### config.mk
export PLATFORM = sky130hd
export DESIGN_NAME = csk_decoder
export DESIGN_NICKNAME = d
export VERILOG_FILES = /design/src/core/csk_pkg.sv /design/src/core/csk_phase_gen.sv /design/src/core/csk_cmp.sv /design/src/core/csk_decoder.sv
export SDC_FILE = /design/constraint.sdc
export NUM_CORES = 1
export LEC_CHECK = 0
export ABC_AREA = 1
export BUFFER_PORTS_ARGS = -buffer_cell sky130_fd_sc_hd__clkbuf_2
export CORE_MARGIN = 3
export CORE_UTILIZATION = 35
export DETAILED_ROUTE_END_ITERATION = 12
export HOLD_SLACK_MARGIN = 0.05
export PLACE_DENSITY = 0.57
export SYNTH_ARGS = -nofsm -noshare
export SYNTH_HDL_FRONTEND = slang
export SYNTH_SLANG_ARGS = --single-unit
### constraint.sdc
create_clock -name clk_i -period 4.55 [get_ports clk_i]
set_input_delay 0 -clock clk_i [delete_from_list [all_inputs] [get_ports clk_i]]
set_output_delay 0 -clock clk_i [all_outputs]
set_load 0.02 [all_outputs]
### src/core/csk_pkg.sv
// Shared constants and types for the compare-and-skip decoder
package csk_pkg;

  localparam int unsigned CLK_HZ = 50_000_000;
  localparam int unsigned PHASES_PER_CYCLE = 4;
  localparam logic [1:0] PH_Q1 = 2'h0;
  localparam logic [1:0] PH_Q2 = 2'h1;
  localparam logic [1:0] PH_Q3 = 2'h2;
  localparam logic [1:0] PH_Q4 = 2'h3;

  // Opcode field: instruction bits 15:9
  localparam int unsigned OPC_MSB = 15;
  localparam int unsigned OPC_LSB = 9;
  localparam logic [6:0] OPC_SKIP_GREATER = 7'h32;
  localparam logic [6:0] OPC_SKIP_LESS = 7'h30;
  localparam int unsigned ACCESS_BIT = 8;
  localparam int unsigned FADDR_MSB = 7;

  // Fixed access bank: low file addresses map to the lowest bank, high ones to the top bank
  localparam logic [7:0] ACCESS_SPLIT = 8'h80;
  localparam logic [3:0] ACCESS_BANK_LO = 4'h0;
  localparam logic [3:0] ACCESS_BANK_HI = 4'hf;
  localparam logic [3:0] BANK_RESET = 4'h0;

  typedef enum logic [1:0] {
    CSK_EXEC,
    CSK_SKIP1,
    CSK_SKIP2
  } csk_mode_t;

  typedef struct packed {
    logic is_greater;
    logic is_less;
    logic access;
    logic [7:0] faddr;
  } csk_dec_t;

  typedef struct packed {
    csk_mode_t mode;
    csk_dec_t dec;
    logic [7:0] fdata;
    logic skip;
    logic two_word;
  } csk_state_t;

  typedef struct packed {
    logic rd;
    logic [11:0] addr;
  } csk_file_req_t;

endpackage

### src/core/csk_phase_gen.sv
// Four-phase generator splitting each instruction cycle into Q1..Q4
`timescale 1ns/1ps
module csk_phase_gen (
  input wire logic clk_i,
  input wire logic resetn_i,
  output logic [1:0] phase_o
);
  logic [1:0] cnt_q;
  logic [1:0] cnt_d;

  always_comb begin
    cnt_d = cnt_q + 2'h1;
  end

  always_ff @(posedge clk_i or negedge resetn_i) begin
    if (!resetn_i) begin
      cnt_q <= csk_pkg::PH_Q1;
    end else begin
      cnt_q <= cnt_d;
    end
  end

  assign phase_o = cnt_q;
endmodule

### src/core/csk_cmp.sv
// Unsigned subtract-and-compare of a file byte against the working register
`timescale 1ns/1ps
module csk_cmp #(
  parameter int unsigned WIDTH = 8
) (
  input wire logic [WIDTH-1:0] file_i,
  input wire logic [WIDTH-1:0] working_register_i,
  output logic greater_o,
  output logic less_o
);
  logic [WIDTH:0] diff;

  // Borrow out of the subtraction gives less; no borrow and a nonzero difference gives greater
  assign diff = {1'b0, file_i} - {1'b0, working_register_i};
  assign less_o = diff[WIDTH];
  assign greater_o = !diff[WIDTH] && (diff[WIDTH-1:0] != '0);
endmodule

### src/core/csk_decoder.sv
// Compare-and-skip instruction decoder and executor
`timescale 1ns/1ps
// Functional notes
// - Opcodes 0110010a and 0110000a, then file address
// - Greater variant skips when file exceeds working
// - Less variant skips when file below working
// - Unsigned subtract, result dropped, no flags
// - One word; one cycle, two if skipping
// - Skipping a two-word instruction takes three
// - Skip cycles are NOP in every phase
// - Access bit zero uses fixed access bank
// - Access bit one uses bank select register
// - File address 0..255, access bit 0/1
module csk_decoder (
  input wire logic clk_i,
  input wire logic resetn_i,
  input wire logic instr_valid_i,
  input wire logic [15:0] instr_i,
  input wire logic fetched_two_word_i,
  input wire logic [3:0] bank_select_register_i,
  input wire logic [7:0] working_register_i,
  input wire logic [7:0] file_data_i,
  output logic [1:0] phase_o,
  output logic file_rd_o,
  output logic [11:0] file_addr_o,
  output logic file_wr_o,
  output logic status_we_o,
  output logic discard_o,
  output logic nop_cycle_o,
  output logic done_o,
  output logic busy_o
);

  ////////////////////////////////////////////////////////////////////////////
  // Phase and compare
  logic [1:0] phase;
  logic greater;
  logic less;
  csk_pkg::csk_state_t st_q;
  csk_pkg::csk_state_t st_d;
  csk_pkg::csk_file_req_t req;
  logic is_cmp;
  logic skip_now;

  csk_phase_gen u_phase (
    .clk_i(clk_i),
    .resetn_i(resetn_i),
    .phase_o(phase)
  );

  csk_cmp #(
    .WIDTH(8)
  ) u_cmp (
    .file_i(st_q.fdata),
    .working_register_i(working_register_i),
    .greater_o(greater),
    .less_o(less)
  );

  assign is_cmp = st_q.dec.is_greater || st_q.dec.is_less;
  assign skip_now = (st_q.dec.is_greater && greater) || (st_q.dec.is_less && less);

  ////////////////////////////////////////////////////////////////////////////
  // Next state
  always_comb begin
    st_d = st_q;
    case (st_q.mode)
      csk_pkg::CSK_EXEC: begin
        if (phase == csk_pkg::PH_Q1) begin
          // Q1: decode; a missing instruction decodes as neither variant
          st_d.dec.is_greater = instr_valid_i &&
            (instr_i[csk_pkg::OPC_MSB:csk_pkg::OPC_LSB] == csk_pkg::OPC_SKIP_GREATER);
          st_d.dec.is_less = instr_valid_i &&
            (instr_i[csk_pkg::OPC_MSB:csk_pkg::OPC_LSB] == csk_pkg::OPC_SKIP_LESS);
          st_d.dec.access = instr_i[csk_pkg::ACCESS_BIT];
          st_d.dec.faddr = instr_i[csk_pkg::FADDR_MSB:0];
          st_d.skip = 1'b0;
          st_d.two_word = 1'b0;
        end else if (phase == csk_pkg::PH_Q2) begin
          st_d.fdata = file_data_i;
        end else if (phase == csk_pkg::PH_Q3) begin
          st_d.skip = is_cmp && skip_now;
        end else begin
          // Q4: nothing is written; skip switches the next cycle to a NOP
          st_d.two_word = fetched_two_word_i;
          if (st_q.skip) begin
            st_d.mode = csk_pkg::CSK_SKIP1;
          end
        end
      end
      csk_pkg::CSK_SKIP1: begin
        if (phase == csk_pkg::PH_Q4) begin
          if (st_q.two_word) begin
            st_d.mode = csk_pkg::CSK_SKIP2;
          end else begin
            st_d.mode = csk_pkg::CSK_EXEC;
          end
        end
      end
      csk_pkg::CSK_SKIP2: begin
        if (phase == csk_pkg::PH_Q4) begin
          st_d.mode = csk_pkg::CSK_EXEC;
        end
      end
      default: begin
        st_d.mode = csk_pkg::CSK_EXEC;
      end
    endcase
  end

  always_ff @(posedge clk_i or negedge resetn_i) begin
    if (!resetn_i) begin
      st_q <= '{mode: csk_pkg::CSK_EXEC, dec: '0, fdata: 8'h00, skip: 1'b0, two_word: 1'b0};
    end else begin
      st_q <= st_d;
    end
  end

  ////////////////////////////////////////////////////////////////////////////
  // Outputs
  always_comb begin
    req.rd = (st_q.mode == csk_pkg::CSK_EXEC) && (phase == csk_pkg::PH_Q2) && is_cmp;
    if (!st_q.dec.access) begin
      // Fixed access bank ignores the bank select register
      if (st_q.dec.faddr < csk_pkg::ACCESS_SPLIT) begin
        req.addr = {csk_pkg::ACCESS_BANK_LO, st_q.dec.faddr};
      end else begin
        req.addr = {csk_pkg::ACCESS_BANK_HI, st_q.dec.faddr};
      end
    end else begin
      req.addr = {bank_select_register_i, st_q.dec.faddr};
    end
  end

  assign phase_o = phase;
  assign file_rd_o = req.rd;
  assign file_addr_o = req.addr;
  // Compare never writes back or touches status, in any cycle
  assign file_wr_o = 1'b0;
  assign status_we_o = 1'b0;
  assign nop_cycle_o = st_q.mode != csk_pkg::CSK_EXEC;
  assign discard_o = (st_q.mode == csk_pkg::CSK_EXEC) && (phase == csk_pkg::PH_Q4) && st_q.skip;
  assign busy_o = is_cmp || (st_q.mode != csk_pkg::CSK_EXEC);
  always_comb begin
    done_o = 1'b0;
    if (phase == csk_pkg::PH_Q4) begin
      case (st_q.mode)
        csk_pkg::CSK_EXEC: done_o = is_cmp && !st_q.skip;
        csk_pkg::CSK_SKIP1: done_o = !st_q.two_word;
        csk_pkg::CSK_SKIP2: done_o = 1'b1;
        default: done_o = 1'b0;
      endcase
    end
  end

  logic [3:0] len_q;
  always_ff @(posedge clk_i or negedge resetn_i) begin
    if (!resetn_i) begin
      len_q <= 4'h0;
    end else if (done_o) begin
      len_q <= 4'h0;
    end else if (busy_o && !((st_q.mode == csk_pkg::CSK_EXEC) && (phase == csk_pkg::PH_Q1))) begin
      // The Q1 edge of an execute cycle still sees the previous decode, so it is not counted
      len_q <= len_q + 4'h1;
    end
  end
endmodule

==> Yosys cells after proc, flatten, opt, wreduce, memory -nomap -nowiden <==
Index checks and enable logic that the tools add are counted.
{ "word_totals": {"output_inout_bits": 21, "reg_bits": 25, "in_bits": 40} }
{ "classes": {"mux": 16, "addsub": 2, "bitwise": 1, "magnitude_cmp": 1, "n_reduce_logical": 27, "n_eq_ne": 15} }
{ "ops": {"columns": ["cell", "n"], "rows": [
  ["2-to-1 mux 12 bit", 2],
  ["2-to-1 mux 2 bit", 9],
  ["equality test 7 x 6 -> 1 bit, second input constant", 2],
  ["!= test 2 bit, second input constant", 6],
  ["logical AND 1 bit", 11],
  ["AND reduction 3 bit", 3],
  ["subtractor 8 x 8 -> 9 bit", 1],
  ["less-than comparator 8 bit, second input constant", 1],
  ["nonzero test 8 bit", 1],
  ["equality test 2 bit, second input constant", 3],
  ["one-hot mux 2 bit (3 select lines)", 1],
  ["AND reduction 6 bit", 1],
  ["equality test 2 x 1 -> 1 bit, second input constant", 2],
  ["logical NOT 2 bit", 2],
  ["!= test 2 x 1 -> 1 bit, second input constant", 2],
  ["nonzero test 2 bit", 2],
  ["logical NOT 1 bit", 3],
  ["logical OR 1 bit", 3],
  ["2-to-1 mux 1 bit", 3],
  ["one-hot mux 1 bit (3 select lines)", 1],
  ["adder 2 x 1 -> 2 bit, second input constant", 1],
  ["AND reduction 2 bit", 1],
  ["NOT 1 bit", 1]
]} }

==> Depth between registers and ports, before layout <==
{ "logic_depth": {"word_depth": 9, "ltp_mapped": 15, "ltp_nobuf": 15} }

==> By module <==
A second synthesis with hierarchy kept.
{ "unflattened": {"hier_cells": 266, "area_unflattened_um2": 1818.0} }
{ "by_module_without_submodules": {"columns": ["mod", "cells_each", "area_each_um2", "seq_area_each_um2", "n_inst"], "rows": [
  ["csk_decoder", 164, 1267.5, 575.6, 1],
  ["csk_cmp", 95, 479.2, 0.0, 1],
  ["csk_phase_gen", 7, 71.3, 50.0, 1]
]} }

==> Worst setup path after synthesis <==
OpenSTA, ideal clock, no wires.
{ "synth_timing": {"path_kind": "register to register", "from": "register st_q[2] (netlist name)", "to": "register st_q[1] (netlist name)", "t_arrival_ns": 1.606, "setup_slack_ns": 2.823, "path_buffers": 0, "path_stages_with_launch": 16, "setup_ns": 0.120, "cell_sequence": "dfrtp_1 -> inv_1 -> ha_1 -> fa_1 -> inv_1 -> nand2_1 -> nand2_1 -> nand3_1 -> nand2_1 -> nand2_1 -> nand2_1 -> nand4_1 -> nand2_1 -> nand2_1 -> nand2_1 -> nand2_1"} }
{ "synth_between": {"elab_chain_cells": 9, "word_cells_on_any_way": 11, "cone_classes": "add/sub (1); mux (3); reduce/logical (7)"} }
{ "synth_rtl": {"columns": ["element", "line_no", "source"], "rows": [
  ["from (decl)", "csk_decoder.sv:39", "csk_pkg::csk_state_t st_q;"],
  ["from (signal assigned)", "csk_decoder.sv:113", "st_q <= '{mode: csk_pkg::CSK_EXEC, dec: '0, fdata: 8'h00, skip: 1'b0, two_word: 1'b0};"],
  ["from (signal assigned)", "csk_decoder.sv:115", "st_q <= st_d;"],
  ["subtractor 8 x 8 -> 9 bit (*)", "csk_cmp.sv:14", "assign diff = {1'b0, file_i} - {1'b0, working_register_i};"],
  ["nonzero test 8 bit / logical NOT 1 bit (equally long branches)", "csk_cmp.sv:16", "assign greater_o = !diff[WIDTH] && (diff[WIDTH-1:0] != '0);"],
  ["logical AND 1 bit", "csk_cmp.sv:16", null],
  ["logical AND 1 bit", "csk_decoder.sv:61", "assign skip_now = (st_q.dec.is_greater && greater) || (st_q.dec.is_less && less);"],
  ["logical OR 1 bit (*)", "csk_decoder.sv:61", null],
  ["logical AND 1 bit (*)", "csk_decoder.sv:82", "st_d.skip = is_cmp && skip_now;"],
  ["2-to-1 mux 1 bit (*)", "csk_decoder.sv:81", "end else if (phase == csk_pkg::PH_Q3) begin"],
  ["2-to-1 mux 2 bit (*)", "csk_decoder.sv:79", "end else if (phase == csk_pkg::PH_Q2) begin"],
  ["2-to-1 mux 2 bit (*)", "csk_decoder.sv:69", "if (phase == csk_pkg::PH_Q1) begin"]
]} }
Mark *: on every way between the ends. The rest lies on a longest branch, timed or not. The select of a mux whose other input is x is not followed.
A chain may end at the register's enable or synchronous reset.

==> Worst setup path after layout <==
{ "layout_timing": {"from": "register u_phase.cnt_q[0], in the netlist u_phase.phase_o[0]", "to": "register st_q[20] (netlist name)"} }
{ "layout_between": {"elab_chain_cells": 2} }
{ "layout_rtl": {"columns": ["element", "line_no", "source"], "rows": [
  ["from (decl)", "csk_phase_gen.sv:8", "logic [1:0] cnt_q;"],
  ["from (signal assigned)", "csk_phase_gen.sv:17", "cnt_q <= csk_pkg::PH_Q1;"],
  ["from (signal assigned)", "csk_phase_gen.sv:19", "cnt_q <= cnt_d;"],
  ["logical NOT 2 bit", null, null],
  ["AND reduction 2 bit (no source line)", null, null]
]} }
Every way passes these cells.

==> reports/qor.json <==
{
  "outcome": {
    "run_status": "complete, no violations"
  },
  "logic_synthesis": {
    "yosys_register_bits": 25,
    "post_synth_inst_count": 210,
    "synthDominantCellAreaShare_pct": 36.5,
    "synthesis.area_per_instance_um2": 8.16,
    "post-synth-top-area-cell": "dfrtp_1",
    "ys_seq_area_share_pct": 36.5,
    "synth.cell_area_um2": 1710,
    "yosys_warnings": 0,
    "synth_top_cells_by_area": "dfrtp_1 (37%), nand2_1 (11%), ha_1 (8.8%)",
    "post_synth_num_cell_types": 29
  },
  "sta": {
    "setup_slack_ps": 2560,
    "clock.fmax_mhz": 503,
    "number_of_failing_setup_endpoints_in_the_final_timing_report": 0,
    "final.min_clock_period_ps": 1990,
    "rsz0062_at_grt": "no",
    "max_slew.worst_pin.slew_ps": 671,
    "slew-limit-headroom_pct": 55.2,
    "slew_violations": 0,
    "fin_tns_setup_ps": 0,
    "fin_hold_viols": 0,
    "clock_skew_ps": 7.53,
    "period_share_pct": 43.7
  },
  "clock_tree": {
    "cts_num_sinks": 25,
    "cts_made_buffers": 3,
    "worst_skew_pair.late_latency_ps": 280,
    "cts-root-to-sink-buffers": 2,
    "tritoncts_clock_tree": "built",
    "htree_levels": 1,
    "path_clk_slew_ps": 100,
    "clk_root_buffer_cell": "clkbuf_8",
    "postCtsResizedCells": 0
  },
  "detailed_routing": {
    "drt_wl_total_mm": 3.71,
    "avgRoutedWirePerCell_um": 10.6,
    "route.antenna.remaining_nets": 0,
    "drtIter0Drc": 58,
    "dr_total_vias": 1561,
    "drcViolationCount": 0,
    "first_pass_iters": 4,
    "viasPerCell": 4.47
  },
  "finish": {
    "finish.net_count": 338,
    "final_core_util_pct": 50.2,
    "multi_input_area_um2": 868,
    "antenna-diode-count": 0,
    "n_fill_cell": 442,
    "layout-drive-gt1-share_pct": 28.2,
    "layout-area-overhead-vs-synth_pct": 32.9,
    "finish.instance_area_um2": 2280,
    "regArea_um2": 626
  },
  "global_routing": {
    "use_met2_pct": 23.4,
    "via_count_of_the_first_global_routing_pass": 1492,
    "grt_antenna_before_repair": 0,
    "met1_global_route_usage_pct": 15.7,
    "globalRouteMet3Util_pct": 3.55,
    "top_usage_layer": "met2",
    "grt_pass1_wl_mm": 6.32,
    "grt_max_degree": 26,
    "grt-ovfl-total": 0,
    "gr_util_all_layers_pct": 12.9
  },
  "setup_path": {
    "worst_setup_path_end_kind": "flip-flop",
    "worstSetupStartpoint": "u_phase.phase_o[0]",
    "maximum_fanout_encountered_on_the_critical_timing_path": 14,
    "startpoint_type": "flip-flop",
    "timing_worst_setup_path_type": "flip-flop to flip-flop",
    "worstPathRequired_ps": 4760,
    "timing.critical_path.arrival_ps": 2200,
    "reg2reg_from": "u_phase.phase_o[0]"
  },
  "floorplanning": {
    "io_pins": 61,
    "fp.dieArea_um2": 5770,
    "coreArea_um2": 4530,
    "rows": 24,
    "initial_utilization_pct": 37.8,
    "die_width_um": 76.0,
    "die_height_um": 76.0
  },
  "hold_path": {
    "hold_path.class": "primary input to asynchronous set/reset pin"
  },
  "power": {
    "p_per_area_nw_per_um2": 280,
    "peak_supply_drop_v": 0.000244,
    "power.static_leakage_nw": 1.26
  },
  "placement": {
    "dp.final_hpwl_mm": 2.83,
    "port-buffer-count": 58,
    "globalplace.congestion": 0.844,
    "detailedPlace.worstSlack_ps": 2700,
    "place_area_um2": 2000
  },
  "run": {
    "cap_viol_max_count": 0
  }
}
-- area by class of cell --
| class | instances | share of cell area, % |
|---|---|---|
| multi-input cells | 139 | 38.2 |
| flip-flops and latches | 25 | 27.5 |
| repair buffers | 81 | 22.9 |
| inverters | 35 | 5.77 |
| well taps | 65 | 3.57 |
| clock buffers | 3 | 1.81 |
| clock inverters | 1 | 0.330 |
-- worst paths after layout --
kind / slack [ps] / to / cells after the start
max in group asynchronous: 3840 / st_q[21] / 2
setup reg to reg: 2560 / st_q[20] / 5
hold / removal: 280 / st_q[7] / 2
min in group clk_i: 320 / file_addr_o[10] / 4
setup / recovery: 2560 / st_q[20] / 5
hold reg to reg: 500 / st_q[13] / 1
-- state kept, by name, summed over array words and instances (netlist names) --
signal           count
st_q                23
u_phase.phase_o      2
-- what timing repair did --
action                    4_1_cts  5_1_grt
setup buffers                   0        0
hold endpoints to repair       45        0
hold buffers                   23        0
-- metal layers --
metal / vias up / part of all wire, %
met5: - / 0
met4: 0 / 0.38
met3: 2 / 5.9
li1: 805 / -
met1: 715 / 44
met2: 39 / 50
-- through the flow --
stage	power [W]	hold slack [ps]	cells
2_1_floorplan	0.000434	-296	211
3_3_place_gp	0.000486	60.6	322
3_5_place_dp	0.000487	63.5	322
4_1_cts	0.000645	299	349
5_1_grt	0.000685	325	349
6_report	0.000638	278	349
-- cells in the final DEF, fill, tap and decap left out, types with 5 or more instances in the layout --
| cell type | n |
|---|---|
| dlygate4sd3_1 | 23 |
| mux2_2 | 6 |
| dfrtp_1 | 25 |
| nand3_1 | 14 |
| ha_1 | 12 |
| inv_1 | 33 |
| clkbuf_2 | 58 |
| a21oi_1 | 8 |
| nand2_2 | 5 |
| mux2_1 | 8 |
| nor2_1 | 15 |
| nand2_1 | 48 |
-- logic make-up after synthesis --
logic type | after synthesis | share of synthesized area, %
DFF | 25 | 36.5
adders and majority gates | 13 | 9.93
muxes | 14 | 9.20
and+or+nand+nor | 90 | 22.9
AOI/OAI and AO/OA | 20 | 8.18
other | 1 | 0.219
buffers and inverters | 47 | 13.0
-- power by group --
group / internal, W / switching, W / total (W) / leakage (nW)
Clock: 0.0000622 / 0.0000807 / 0.000143 / 0.0217
Sequential: 0.000245 / 0.0000141 / 0.000260 / 0.305
Combinational: 0.0000980 / 0.000138 / 0.000236 / 0.930
Total: 0.000406 / 0.000233 / 0.000638 / 1.26
-- worst max-delay path, cell delays in order, from the launching register on --
cell and delay, ps:
dfrtp_1 430, inv_1 120, ha_1 210, nand2_2 210, o41ai_2 360, dlygate4sd3_1 590
-- synth_stat cells --
| master | n |
|---|---|
| a21boi_2 | 1 |
| a21oi_1 | 8 |
| buf_2 | 1 |
| buf_4 | 10 |
| buf_6 | 1 |
| conb_1 | 1 |
| dfrtp_1 | 25 |
| fa_1 | 1 |
| ha_1 | 12 |
| inv_1 | 33 |
| inv_2 | 2 |
| mux2_1 | 8 |
| mux2_2 | 6 |
| nand2_1 | 48 |
| nand2_2 | 5 |
| nand3_1 | 14 |
| nand3b_1 | 2 |
| nand4_1 | 2 |
| nor2_1 | 15 |
| nor2_2 | 1 |
| nor2_4 | 1 |
| nor3_1 | 2 |
| o21a_1 | 1 |
| o21ai_0 | 3 |
| o21ai_1 | 2 |
| o22ai_1 | 1 |
| o31a_1 | 1 |
| o32ai_1 | 1 |
| o41ai_2 | 2 |
No activity file was read; power rests on OpenSTA's default activity.
